===== src/rtl/uecr_cfg.svh =====
// Register offsets, bit positions, reset values and bus answers of the endpoint 0 block.
// Assumes inclusion by bare name from the top module.
`ifndef UECR_CFG_SVH
`define UECR_CFG_SVH

`define UECR_ADDR_W          8
`define UECR_OFS_EP0_CSR     8'h00
`define UECR_OFS_CLK_RST     8'h04

`define UECR_EP0_CSR_RESET   32'h0000_0000
`define UECR_CLK_RST_RESET   32'h0100_8000

`define UECR_B_PING_SUPPRESS 27
`define UECR_B_TOGGLE_WREN   26
`define UECR_B_TOGGLE_STATE  25
`define UECR_B_FLUSH         24
`define UECR_B_SVC_SETEND    23
`define UECR_B_SVC_RX        22
`define UECR_B_REQ_PKT       21
`define UECR_B_SETUP_END     20
`define UECR_B_TX_READY      17
`define UECR_B_RX_READY      16

`define UECR_B_GEN_FLAG      26
`define UECR_B_RESUME_FLAG   25
`define UECR_B_ACT_FLAG      24
`define UECR_B_RSVD_ONE      15
`define UECR_B_ID_OVR_EN     9
`define UECR_B_ID_OVR_VAL    8
`define UECR_B_PHY_ID_EN     7
`define UECR_B_VBUS_EN       6
`define UECR_B_ASESS_EN      5
`define UECR_B_BSESS_EN      4
`define UECR_B_SEND_EN       3
`define UECR_B_GEN_IE        2
`define UECR_B_RES_IE        1
`define UECR_B_ACT_IE        0
`define UECR_CTL_W           10

`define UECR_RESP_OKAY       2'h0
`define UECR_RESP_SLVERR     2'h2

`endif


===== src/rtl/uecr_pkg.sv =====
// Types shared by the endpoint 0 control block and its users.
// Assumes the constants header sits beside this file.
package uecr_pkg;

    // Events and role from the USB engine, same clock domain.
    typedef struct packed {
        logic host_role;
        logic toggle_load;
        logic toggle_value;
        logic rx_packet_in;
        logic tx_sent;
        logic in_done;
        logic setup_end_event;
        logic nak_timeout_event;
        logic flush_done;
    } uecr_ep0_evt_type;

    // Endpoint 0 controls toward the USB engine.
    typedef struct packed {
        logic ping_suppress;
        logic toggle_state;
        logic flush_request;
        logic tx_packet_ready;
        logic in_request_packet;
        logic status_stage_start;
        logic halted;
    } uecr_ep0_ctl_type;

    // Bus-level events from the USB engine, same clock domain.
    typedef struct packed {
        logic bus_event;
        logic bus_event_clear;
        logic suspended;
        logic resume_detect;
        logic activity;
    } uecr_bus_evt_type;

    // Asynchronous indications from the PHY and VBUS comparators.
    typedef struct packed {
        logic phy_id;
        logic vbus_valid;
        logic a_session;
        logic b_session;
        logic session_end;
    } uecr_phy_pins_type;

    // Monitored indications after gating by the enables.
    typedef struct packed {
        logic cable_id;
        logic vbus_valid;
        logic a_session;
        logic b_session;
        logic session_end;
    } uecr_otg_mon_type;

endpackage : uecr_pkg


===== src/rtl/uecr_top.sv =====
// Endpoint 0 control/status and USB clock/reset control registers behind AXI4-Lite.
// Assumes engine events arrive on clk as one-cycle pulses and PHY pins are asynchronous.
`include "uecr_cfg.svh"
`timescale 1ns/10ps
`default_nettype none

module uecr_top
    import uecr_pkg::*;
#(
    parameter int ADDR_W = `UECR_ADDR_W
)
(
    input  wire logic              clk,
    input  wire logic              rst,
    input  wire logic [ADDR_W-1:0] s_axi_awaddr,
    input  wire logic              s_axi_awvalid,
    output logic                   s_axi_awready,
    input  wire logic [31:0]       s_axi_wdata,
    input  wire logic [3:0]        s_axi_wstrb,
    input  wire logic              s_axi_wvalid,
    output logic                   s_axi_wready,
    output logic [1:0]             s_axi_bresp,
    output logic                   s_axi_bvalid,
    input  wire logic              s_axi_bready,
    input  wire logic [ADDR_W-1:0] s_axi_araddr,
    input  wire logic              s_axi_arvalid,
    output logic                   s_axi_arready,
    output logic [31:0]            s_axi_rdata,
    output logic [1:0]             s_axi_rresp,
    output logic                   s_axi_rvalid,
    input  wire logic              s_axi_rready,
    input  wire uecr_ep0_evt_type  ep0_evt,
    output uecr_ep0_ctl_type       ep0_ctl,
    input  wire uecr_bus_evt_type  bus_evt,
    input  wire uecr_phy_pins_type phy_pins,
    output uecr_otg_mon_type       otg_mon,
    output logic                   irq_request
);

    // Write and read channel holding registers.
    logic [ADDR_W-1:0] aw_addr_r;
    logic              aw_held_r;
    logic [31:0]       w_data_r;
    logic [3:0]        w_strb_r;
    logic              w_held_r;
    logic              bvalid_r;
    logic [1:0]        bresp_r;
    logic              rvalid_r;
    logic [1:0]        rresp_r;
    logic [31:0]       rdata_r;

    // Endpoint 0 state.
    logic ping_r;
    logic toggle_wren_r;
    logic toggle_r;
    logic flush_r;
    logic svc_setend_r;
    logic svc_rx_r;
    logic setup_end_r;
    logic nak_halt_r;
    logic stat_req_r;
    logic in_req_r;
    logic tx_ready_r;
    logic rx_ready_r;

    // Clock/reset control state.
    logic                  gen_flag_r;
    logic                  resume_flag_r;
    logic                  act_flag_r;
    logic [`UECR_CTL_W-1:0] ctl_r;

    // Pin synchronisers.
    logic [4:0] pin_s1_r;
    logic [4:0] pin_s2_r;
    logic [4:0] pin_s3_r;
    logic [4:0] pin_f_r;

    function automatic logic addr_is(input logic [ADDR_W-1:0] a, input logic [ADDR_W-1:0] ofs);
        addr_is = (a == ofs);
    endfunction : addr_is

    // Bus decode.
    wire logic        do_write  = aw_held_r && w_held_r && !bvalid_r;
    wire logic        wr_csr    = do_write && addr_is(aw_addr_r, `UECR_OFS_EP0_CSR);
    wire logic        wr_crc    = do_write && addr_is(aw_addr_r, `UECR_OFS_CLK_RST);
    wire logic        wr_bad    = do_write && !wr_csr && !wr_crc;
    wire logic        rd_take   = s_axi_arvalid && !rvalid_r;
    wire logic        rd_csr    = addr_is(s_axi_araddr, `UECR_OFS_EP0_CSR);
    wire logic        rd_crc    = addr_is(s_axi_araddr, `UECR_OFS_CLK_RST);
    wire logic [31:0] wmask     = {{8{w_strb_r[3]}}, {8{w_strb_r[2]}},
                                   {8{w_strb_r[1]}}, {8{w_strb_r[0]}}};
    wire logic [31:0] csr_wen   = wr_csr ? wmask : 32'h0000_0000;
    wire logic [31:0] crc_wen   = wr_crc ? wmask : 32'h0000_0000;
    wire logic [31:0] csr_one   = csr_wen & w_data_r;
    wire logic        host      = ep0_evt.host_role;

    assign s_axi_awready = !aw_held_r && !bvalid_r;
    assign s_axi_wready  = !w_held_r && !bvalid_r;
    assign s_axi_bvalid  = bvalid_r;
    assign s_axi_bresp   = bresp_r;
    assign s_axi_arready = !rvalid_r;
    assign s_axi_rvalid  = rvalid_r;
    assign s_axi_rresp   = rresp_r;
    assign s_axi_rdata   = rdata_r;

    // Endpoint 0 next values.
    wire logic ping_nxt     = csr_wen[`UECR_B_PING_SUPPRESS] ?
                              w_data_r[`UECR_B_PING_SUPPRESS] : ping_r;
    wire logic twe_nxt      = host && csr_one[`UECR_B_TOGGLE_WREN];
    wire logic toggle_wr    = host && csr_wen[`UECR_B_TOGGLE_STATE]
                              && (csr_one[`UECR_B_TOGGLE_WREN] || toggle_wren_r);
    wire logic toggle_nxt   = ep0_evt.toggle_load ? ep0_evt.toggle_value :
                              toggle_wr ? w_data_r[`UECR_B_TOGGLE_STATE] : toggle_r;
    wire logic flush_nxt    = csr_one[`UECR_B_FLUSH] || (flush_r && !ep0_evt.flush_done);
    wire logic flush_tx     = flush_r && ep0_evt.flush_done && tx_ready_r;
    wire logic flush_rx     = flush_r && ep0_evt.flush_done && !tx_ready_r;
    wire logic svc_set_nxt  = !host && csr_one[`UECR_B_SVC_SETEND];
    wire logic setup_nxt    = ep0_evt.setup_end_event || (setup_end_r && !svc_set_nxt);
    wire logic nak_clr      = host && csr_wen[`UECR_B_SVC_SETEND]
                              && !w_data_r[`UECR_B_SVC_SETEND];
    wire logic nak_nxt      = (host && ep0_evt.nak_timeout_event) || (nak_halt_r && !nak_clr);
    wire logic svc_rx_nxt   = !host && csr_one[`UECR_B_SVC_RX];
    wire logic rx_nxt       = ep0_evt.rx_packet_in
                              || (rx_ready_r && !svc_rx_nxt && !flush_rx);
    wire logic stat_wr      = host && csr_wen[`UECR_B_SVC_RX];
    wire logic stat_nxt     = stat_wr ? w_data_r[`UECR_B_SVC_RX] :
                              (stat_req_r && !ep0_evt.tx_sent && !ep0_evt.in_done);
    wire logic req_wr       = host && csr_wen[`UECR_B_REQ_PKT];
    wire logic req_nxt      = req_wr ? w_data_r[`UECR_B_REQ_PKT] :
                              (in_req_r && !ep0_evt.in_done);
    wire logic tx_nxt       = csr_one[`UECR_B_TX_READY]
                              || (tx_ready_r && !ep0_evt.tx_sent && !flush_tx);

    // Clock/reset control next values.
    wire logic gen_nxt      = bus_evt.bus_event || (gen_flag_r && !bus_evt.bus_event_clear);
    wire logic resume_nxt   = bus_evt.suspended
                              && (resume_flag_r || bus_evt.resume_detect);
    wire logic act_wr_val   = crc_wen[`UECR_B_ACT_FLAG] ? w_data_r[`UECR_B_ACT_FLAG] : act_flag_r;
    wire logic act_nxt      = bus_evt.activity || act_wr_val;
    wire logic [`UECR_CTL_W-1:0] ctl_nxt = (ctl_r & ~crc_wen[`UECR_CTL_W-1:0])
                              | (w_data_r[`UECR_CTL_W-1:0] & crc_wen[`UECR_CTL_W-1:0]);

    // Read-back images; bits not listed read zero.
    wire logic [31:0] csr_img = {4'h0,
                                 ping_r, toggle_wren_r, toggle_r, flush_r,
                                 host ? nak_halt_r : svc_setend_r,
                                 host ? stat_req_r : svc_rx_r,
                                 host ? in_req_r : 1'b0,
                                 host ? 1'b0 : setup_end_r,
                                 2'h0, tx_ready_r, rx_ready_r,
                                 16'h0000};
    wire logic [31:0] crc_img = {5'h00, gen_flag_r, resume_flag_r, act_flag_r,
                                 8'h00, 1'b1, 5'h00, ctl_r};
    wire logic [31:0] rd_img  = rd_csr ? csr_img : rd_crc ? crc_img : 32'h0000_0000;

    // Write channel: address and data are taken in either order.
    always_ff @(posedge clk or posedge rst)
    begin
        if (rst)
        begin
            aw_held_r <= 1'b0;
            aw_addr_r <= '0;
            w_held_r  <= 1'b0;
            w_data_r  <= 32'h0000_0000;
            w_strb_r  <= 4'h0;
        end
        else
        begin
            if (s_axi_awvalid && s_axi_awready)
            begin
                aw_held_r <= 1'b1;
                aw_addr_r <= s_axi_awaddr;
            end
            else if (do_write)
                aw_held_r <= 1'b0;
            if (s_axi_wvalid && s_axi_wready)
            begin
                w_held_r <= 1'b1;
                w_data_r <= s_axi_wdata;
                w_strb_r <= s_axi_wstrb;
            end
            else if (do_write)
                w_held_r <= 1'b0;
        end
    end

    // Write response; an unmapped address answers with a slave error.
    always_ff @(posedge clk or posedge rst)
    begin
        if (rst)
        begin
            bvalid_r <= 1'b0;
            bresp_r  <= `UECR_RESP_OKAY;
        end
        else if (do_write)
        begin
            bvalid_r <= 1'b1;
            bresp_r  <= wr_bad ? `UECR_RESP_SLVERR : `UECR_RESP_OKAY;
        end
        else if (s_axi_bready)
            bvalid_r <= 1'b0;
    end

    // Read channel: data is the register image at the edge the address is taken.
    always_ff @(posedge clk or posedge rst)
    begin
        if (rst)
        begin
            rvalid_r <= 1'b0;
            rresp_r  <= `UECR_RESP_OKAY;
            rdata_r  <= 32'h0000_0000;
        end
        else if (rd_take)
        begin
            rvalid_r <= 1'b1;
            rresp_r  <= (rd_csr || rd_crc) ? `UECR_RESP_OKAY : `UECR_RESP_SLVERR;
            rdata_r  <= rd_img;
        end
        else if (s_axi_rready)
            rvalid_r <= 1'b0;
    end

    // Endpoint 0 registers; hardware sets win over software clears.
    always_ff @(posedge clk or posedge rst)
    begin
        if (rst)
        begin
            ping_r        <= 1'b0;
            toggle_wren_r <= 1'b0;
            toggle_r      <= 1'b0;
            flush_r       <= 1'b0;
            svc_setend_r  <= 1'b0;
            svc_rx_r      <= 1'b0;
            setup_end_r   <= 1'b0;
            nak_halt_r    <= 1'b0;
            stat_req_r    <= 1'b0;
            in_req_r      <= 1'b0;
            tx_ready_r    <= 1'b0;
            rx_ready_r    <= 1'b0;
        end
        else
        begin
            ping_r        <= ping_nxt;
            toggle_wren_r <= twe_nxt;
            toggle_r      <= toggle_nxt;
            flush_r       <= flush_nxt;
            svc_setend_r  <= svc_set_nxt;
            svc_rx_r      <= svc_rx_nxt;
            setup_end_r   <= setup_nxt;
            nak_halt_r    <= nak_nxt;
            stat_req_r    <= stat_nxt;
            in_req_r      <= req_nxt;
            tx_ready_r    <= tx_nxt;
            rx_ready_r    <= rx_nxt;
        end
    end

    // Clock/reset control registers.
    always_ff @(posedge clk or posedge rst)
    begin
        if (rst)
        begin
            gen_flag_r    <= 1'b0;
            resume_flag_r <= 1'b0;
            act_flag_r    <= 1'b1;
            ctl_r         <= '0;
        end
        else
        begin
            gen_flag_r    <= gen_nxt;
            resume_flag_r <= resume_nxt;
            act_flag_r    <= act_nxt;
            ctl_r         <= ctl_nxt;
        end
    end

    // Three-stage pin synchronisers; a level counts once stages two and three agree.
    genvar gi;
    generate
        for (gi = 0; gi < 5; gi++)
        begin : g_pin_sync
            always_ff @(posedge clk or posedge rst)
            begin
                if (rst)
                begin
                    pin_s1_r[gi] <= 1'b0;
                    pin_s2_r[gi] <= 1'b0;
                    pin_s3_r[gi] <= 1'b0;
                    pin_f_r[gi]  <= 1'b0;
                end
                else
                begin
                    pin_s1_r[gi] <= phy_pins[gi];
                    pin_s2_r[gi] <= pin_s1_r[gi];
                    pin_s3_r[gi] <= pin_s2_r[gi];
                    if (pin_s2_r[gi] == pin_s3_r[gi])
                        pin_f_r[gi] <= pin_s3_r[gi];
                end
            end
        end
    endgenerate

    wire uecr_phy_pins_type pin_f = pin_f_r;

    // Without monitoring the PHY ID is taken as high, the idle level of the ID line.
    wire logic phy_id_seen = ctl_r[`UECR_B_PHY_ID_EN] ? pin_f.phy_id : 1'b1;
    assign otg_mon.cable_id    = ctl_r[`UECR_B_ID_OVR_EN] ?
                                 ctl_r[`UECR_B_ID_OVR_VAL] : phy_id_seen;
    assign otg_mon.vbus_valid  = ctl_r[`UECR_B_VBUS_EN] && pin_f.vbus_valid;
    assign otg_mon.a_session   = ctl_r[`UECR_B_ASESS_EN] && pin_f.a_session;
    assign otg_mon.b_session   = ctl_r[`UECR_B_BSESS_EN] && pin_f.b_session;
    assign otg_mon.session_end = ctl_r[`UECR_B_SEND_EN] && pin_f.session_end;

    assign irq_request = (gen_flag_r && ctl_r[`UECR_B_GEN_IE])
                      || (resume_flag_r && ctl_r[`UECR_B_RES_IE])
                      || (act_flag_r && ctl_r[`UECR_B_ACT_IE]);

    // Controls toward the engine.
    assign ep0_ctl.ping_suppress      = host && ping_r;
    assign ep0_ctl.toggle_state       = toggle_r;
    assign ep0_ctl.flush_request      = flush_r;
    assign ep0_ctl.tx_packet_ready    = tx_ready_r;
    assign ep0_ctl.in_request_packet  = in_req_r;
    assign ep0_ctl.status_stage_start = host && stat_req_r && (tx_ready_r || in_req_r);
    assign ep0_ctl.halted             = nak_halt_r;

endmodule : uecr_top

`default_nettype wire


===== config.mk =====
export PLATFORM = sky130hd
export DESIGN_NAME = uecr_top
export DESIGN_NICKNAME = d
export VERILOG_FILES = /design/src/rtl/uecr_pkg.sv /design/src/rtl/uecr_top.sv
export VERILOG_INCLUDE_DIRS = /design/src /design/src/rtl
export SDC_FILE = /design/constraint.sdc
export NUM_CORES = 1
export LEC_CHECK = 0
export BUFFER_PORTS_ARGS = -buffer_cell sky130_fd_sc_hd__buf_2
export CAP_MARGIN = 20
export CORE_ASPECT_RATIO = 0.75
export CORE_MARGIN = 2
export CORE_UTILIZATION = 50
export CTS_CLUSTER_SIZE = 30
export DETAILED_ROUTE_END_ITERATION = 8
export GPL_ROUTABILITY_DRIVEN = 0
export PLACE_DENSITY_LB_ADDON = 0.08
export SYNTH_ARGS = -nofsm -noshare
export SYNTH_HDL_FRONTEND = slang
export SYNTH_SLANG_ARGS = --single-unit

===== constraint.sdc =====
create_clock -name clk -period 3.3 [get_ports clk]
set_input_delay 0.165 -clock clk [delete_from_list [all_inputs] [get_ports clk]]
set_output_delay 0.165 -clock clk [all_outputs]
set_load 0.005 [all_outputs]

==> key figures <==
Logic synthesis
  • Distinct cells, synth: 45
  • Largest family of logic cells by synthesized area: multiplexers
  • Ys Warns: 0
  • Yosys reg bits: 102
  • Post-synth top area cell: dfrtp_1
  • Synthesized instance count: 280
  • Synth Area in Simple Gates: 8.46%
  • Netlist Area Pre-Place: 4080 um2
  • EDFF count, synth: 0
  • Compound-Gate Fraction of Synth Area: 8.37%
  • Synth Flop Type: dfrtp_1
  • Post-Synth XOR/XNOR Area: 0%
  • Multiplexer area fraction after synthesis: 13.2%
  • Post-Synth Adder-Cell Area: 1.23%
  • FFs w/ async S/R, synth: 100%
  • Area contributors post-synth: dfrtp_1 (62%), mux2_2 (9.1%), a22o_1 (3.4%)
  • Part of the Yosys area used for sequential elements: a little over three fifths
  • Syn Area/Cell: 14.6 um2
  • Yosys top cell area share: 61.9%

Route
  • Initial DRT Pass Iterations: 5
  • WL/cell: about 16 um
  • Final WL: 7.81 mm
  • Via count: around 2500
  • Vias/cell: 4.99
  • Drt drc: 0
  • Initial drt markers: 99
  • Remaining antenna violation count after routing: 0

Final layout
  • Final net count: 472
  • Filler Cells Inserted: 664
  • Area grow syn2layout: 21.5%
  • Area of the multi-input gates: 1320 um2
  • Final core occ: 62.6%
  • Ant diodes: 0
  • Share of cells above drive strength 1: 44.9%
  • FF/Latch Area: ~2600 um2

Clock network
  • Cts repair resizes: 0
  • Clk buf depth: 2
  • Clock sinks: 102
  • TritonCTS clock tree: done
  • Setup Fix Bufs, Post-CTS: 0
  • Clock Latency Late Sink: 0.36 ns
  • Reg clk slew, reported paths: roughly 0.090 ns
  • TritonCTS buffer count: 9
  • CTS hold repair buffers: 12
  • H-tree levels: 3
  • CTS root buffer: clkbuf_8

Power and ir drop
  • Power consumption: a little over 3 mW
  • Power Density: 624 nW/um2
  • Leakage: 2.53 nW
  • Worst vdd ir: 447 uV

Global route
  • Gr ovfl total: 0
  • Antenna violations before repair: 0
  • Number of global-route vias before repair: 2499
  • Tot GR Track Use: approximately a fifth
  • First-pass GRT wire length: 12.3 mm
  • Pin count of the biggest net entering global routing: 54

Worst setup path
  • R2R Setup Slk: 1.26 ns
  • CP arrival: 2.28 ns
  • Worst Setup SP: aw_addr_r[3]
  • Worst r2r src: aw_addr_r[3]
  • CP Capture Type: flop
  • Worst setup SP type: flop
  • Max Fanout on Critical Path: 8
  • Reg2Reg Depth: 4
  • Crit path kind: reg -> reg
  • Required @ worst endpoint: around 3.6 ns

Timing
  • Hold Slack: 0.0176 ns
  • Worst slew pin tran: 0.905 ns
  • Setup WS post-layout: 1.26 ns
  • Tmin final: 2.04 ns
  • Slew Viols, Final: 0
  • Final period utilization: 61.7%
  • RSZ-0062 raised after global routing: false
  • Final setup TNS: 0 ns
  • Max Freq: 0.491 GHz
  • # setup viols final: 0
  • Slew HR: 39.5%
  • Setup Skew: 0.0115 ns
  • Final Hold Viols: 0

Floorplanning
  • Die W: 108 um
  • Row count: 28
  • IO Pins: 132
  • Initial Util: about 52%
  • Core area: 7920 um2
  • Die H: 82.2 um
  • Full die area: 8910 um2

Place
  • IO Port Bufs: 104
  • Dpl hpwl: 5.35 mm
  • Pre-CTS setup slack: about 1.3 ns

Status
  • Status: complete, no violations

Flow run
  • Max-cap violations: 0

Min path
  • Hold/Removal Path Class: in -> reg
  • Hold path endpoint: setup_end_r
  • Worst hold path depth: 2
  • HP Start: ep0_evt[2]
-- cells in the final DEF, fill, tap and decap left out, types with 2 or more instances in the layout --
cell type | synthesis | layout
nor3b_1 | 2 | 2
clkinv_4 | 0 | 2
a222oi_1 | 4 | 4
and3_1 | 2 | 2
or4_4 | 2 | 2
o21ai_0 | 4 | 4
nor4_4 | 4 | 4
and3_2 | 2 | 2
o21a_1 | 2 | 2
inv_1 | 16 | 15
mux2_4 | 8 | 8
a22o_1 | 16 | 16
nor2_1 | 5 | 5
mux2_1 | 4 | 4
a21oi_1 | 3 | 3
mux2_2 | 33 | 33
maj3_1 | 5 | 5
bufinv_16 | 0 | 2
o21bai_1 | 2 | 2
a21o_1 | 3 | 3
and2_1 | 6 | 6
nand2_1 | 3 | 3
nand2b_1 | 3 | 3
dlygate4sd3_1 | 0 | 12
conb_1 | 1 | 13
clkbuf_8 | 0 | 9
dfrtp_1 | 101 | 101
buf_2 | 4 | 104
a32o_1 | 3 | 3
nor2b_1 | 3 | 3
-- per-stage QoR --
step	instance area [um2]	instances
5_1_grt	4960	504
2_1_floorplan	4130	292
3_3_place_gp	4620	476
6_report	4960	504
3_5_place_dp	4620	476
4_1_cts	4960	504
-- worst max-delay path, stage by stage, from the launching register on --
cell and delay [ns]:
dfrtp_1 0.39, or4_4 0.60, nor3_4 0.27, and3_4 0.35, mux2_4 0.32
-- per-layer routing --
metal	track usage (%)	up-vias	wire (um)
met4	5.00	0	49
li1	-	1194	-
met1	25.8	1232	3650
met5	0	-	0
met3	6.36	5	540
met2	28.6	83	3570
-- kinds of logic (layout without fill, tap and decap cells) --
kind of cell / after synthesis / count (layout)
buf+inv: 43 / 150
flops: 102 / 102
other cells: 1 / 13
fa+ha+maj: 5 / 5
compound gates: 42 / 42
simple gates: 42 / 42
mux: 45 / 45
-- cells in the mapped netlist, types with 2 or more instances --
cell and instances:
dfrtp_1 101, mux2_2 33, buf_4 18, a22o_1 16
inv_1 16, mux2_4 8, and2_1 6, maj3_1 5
nor2_1 5, a222oi_1 4, buf_2 4, clkbuf_1 4
mux2_1 4, nor4_4 4, o21ai_0 4, a21o_1 3
a21oi_1 3, a32o_1 3, nand2_1 3, nand2b_1 3
nor2b_1 3, and3_1 2, and3_2 2, nor3b_1 2
o21a_1 2, o21bai_1 2, or4_4 2
-- layout make-up --
class                   count  share of cell area (%)
flip-flops and latches    102                    51.5
multi-input cells         147                    26.7
repair buffers            118                    13.5
well taps                 105                    2.65
clock buffers              10                    2.57
clock inverters             6                    1.89
inverters                  16                    1.26
-- state kept, by name (all words and copies together) (netlist names), 4 cells and up, named ones only --
name         flops
aw_addr_r        8
pin_f            5
pin_s1_r         5
pin_s2_r         5
pin_s3_r         5
s_axi_rdata     21
w_data_r        18
w_strb_r         4
-- power breakdown --
| group | total (mW) | switching, mW | internal (mW) |
|---|---|---|---|
| Clock | 0.852 | 0.419 | 0.433 |
| Combinational | 0.589 | 0.250 | 0.339 |
| Sequential | 1.66 | 0.158 | 1.50 |
| Total | 3.10 | 0.827 | 2.27 |
-- how the worst max path moves through the flow --
stage | endpoint | slack [ns] | depth (start not counted)
detailed placement | flop | 1.27 | 4
global route | s_axi_rdata[25] | 1.17 | 4
CTS | flop | 1.24 | 4
global placement | flop | 1.30 | 4
floorplan | async pin | 0.46 | 1
finish | flop | 1.26 | 4
Power figures use the tool's default switching activity.
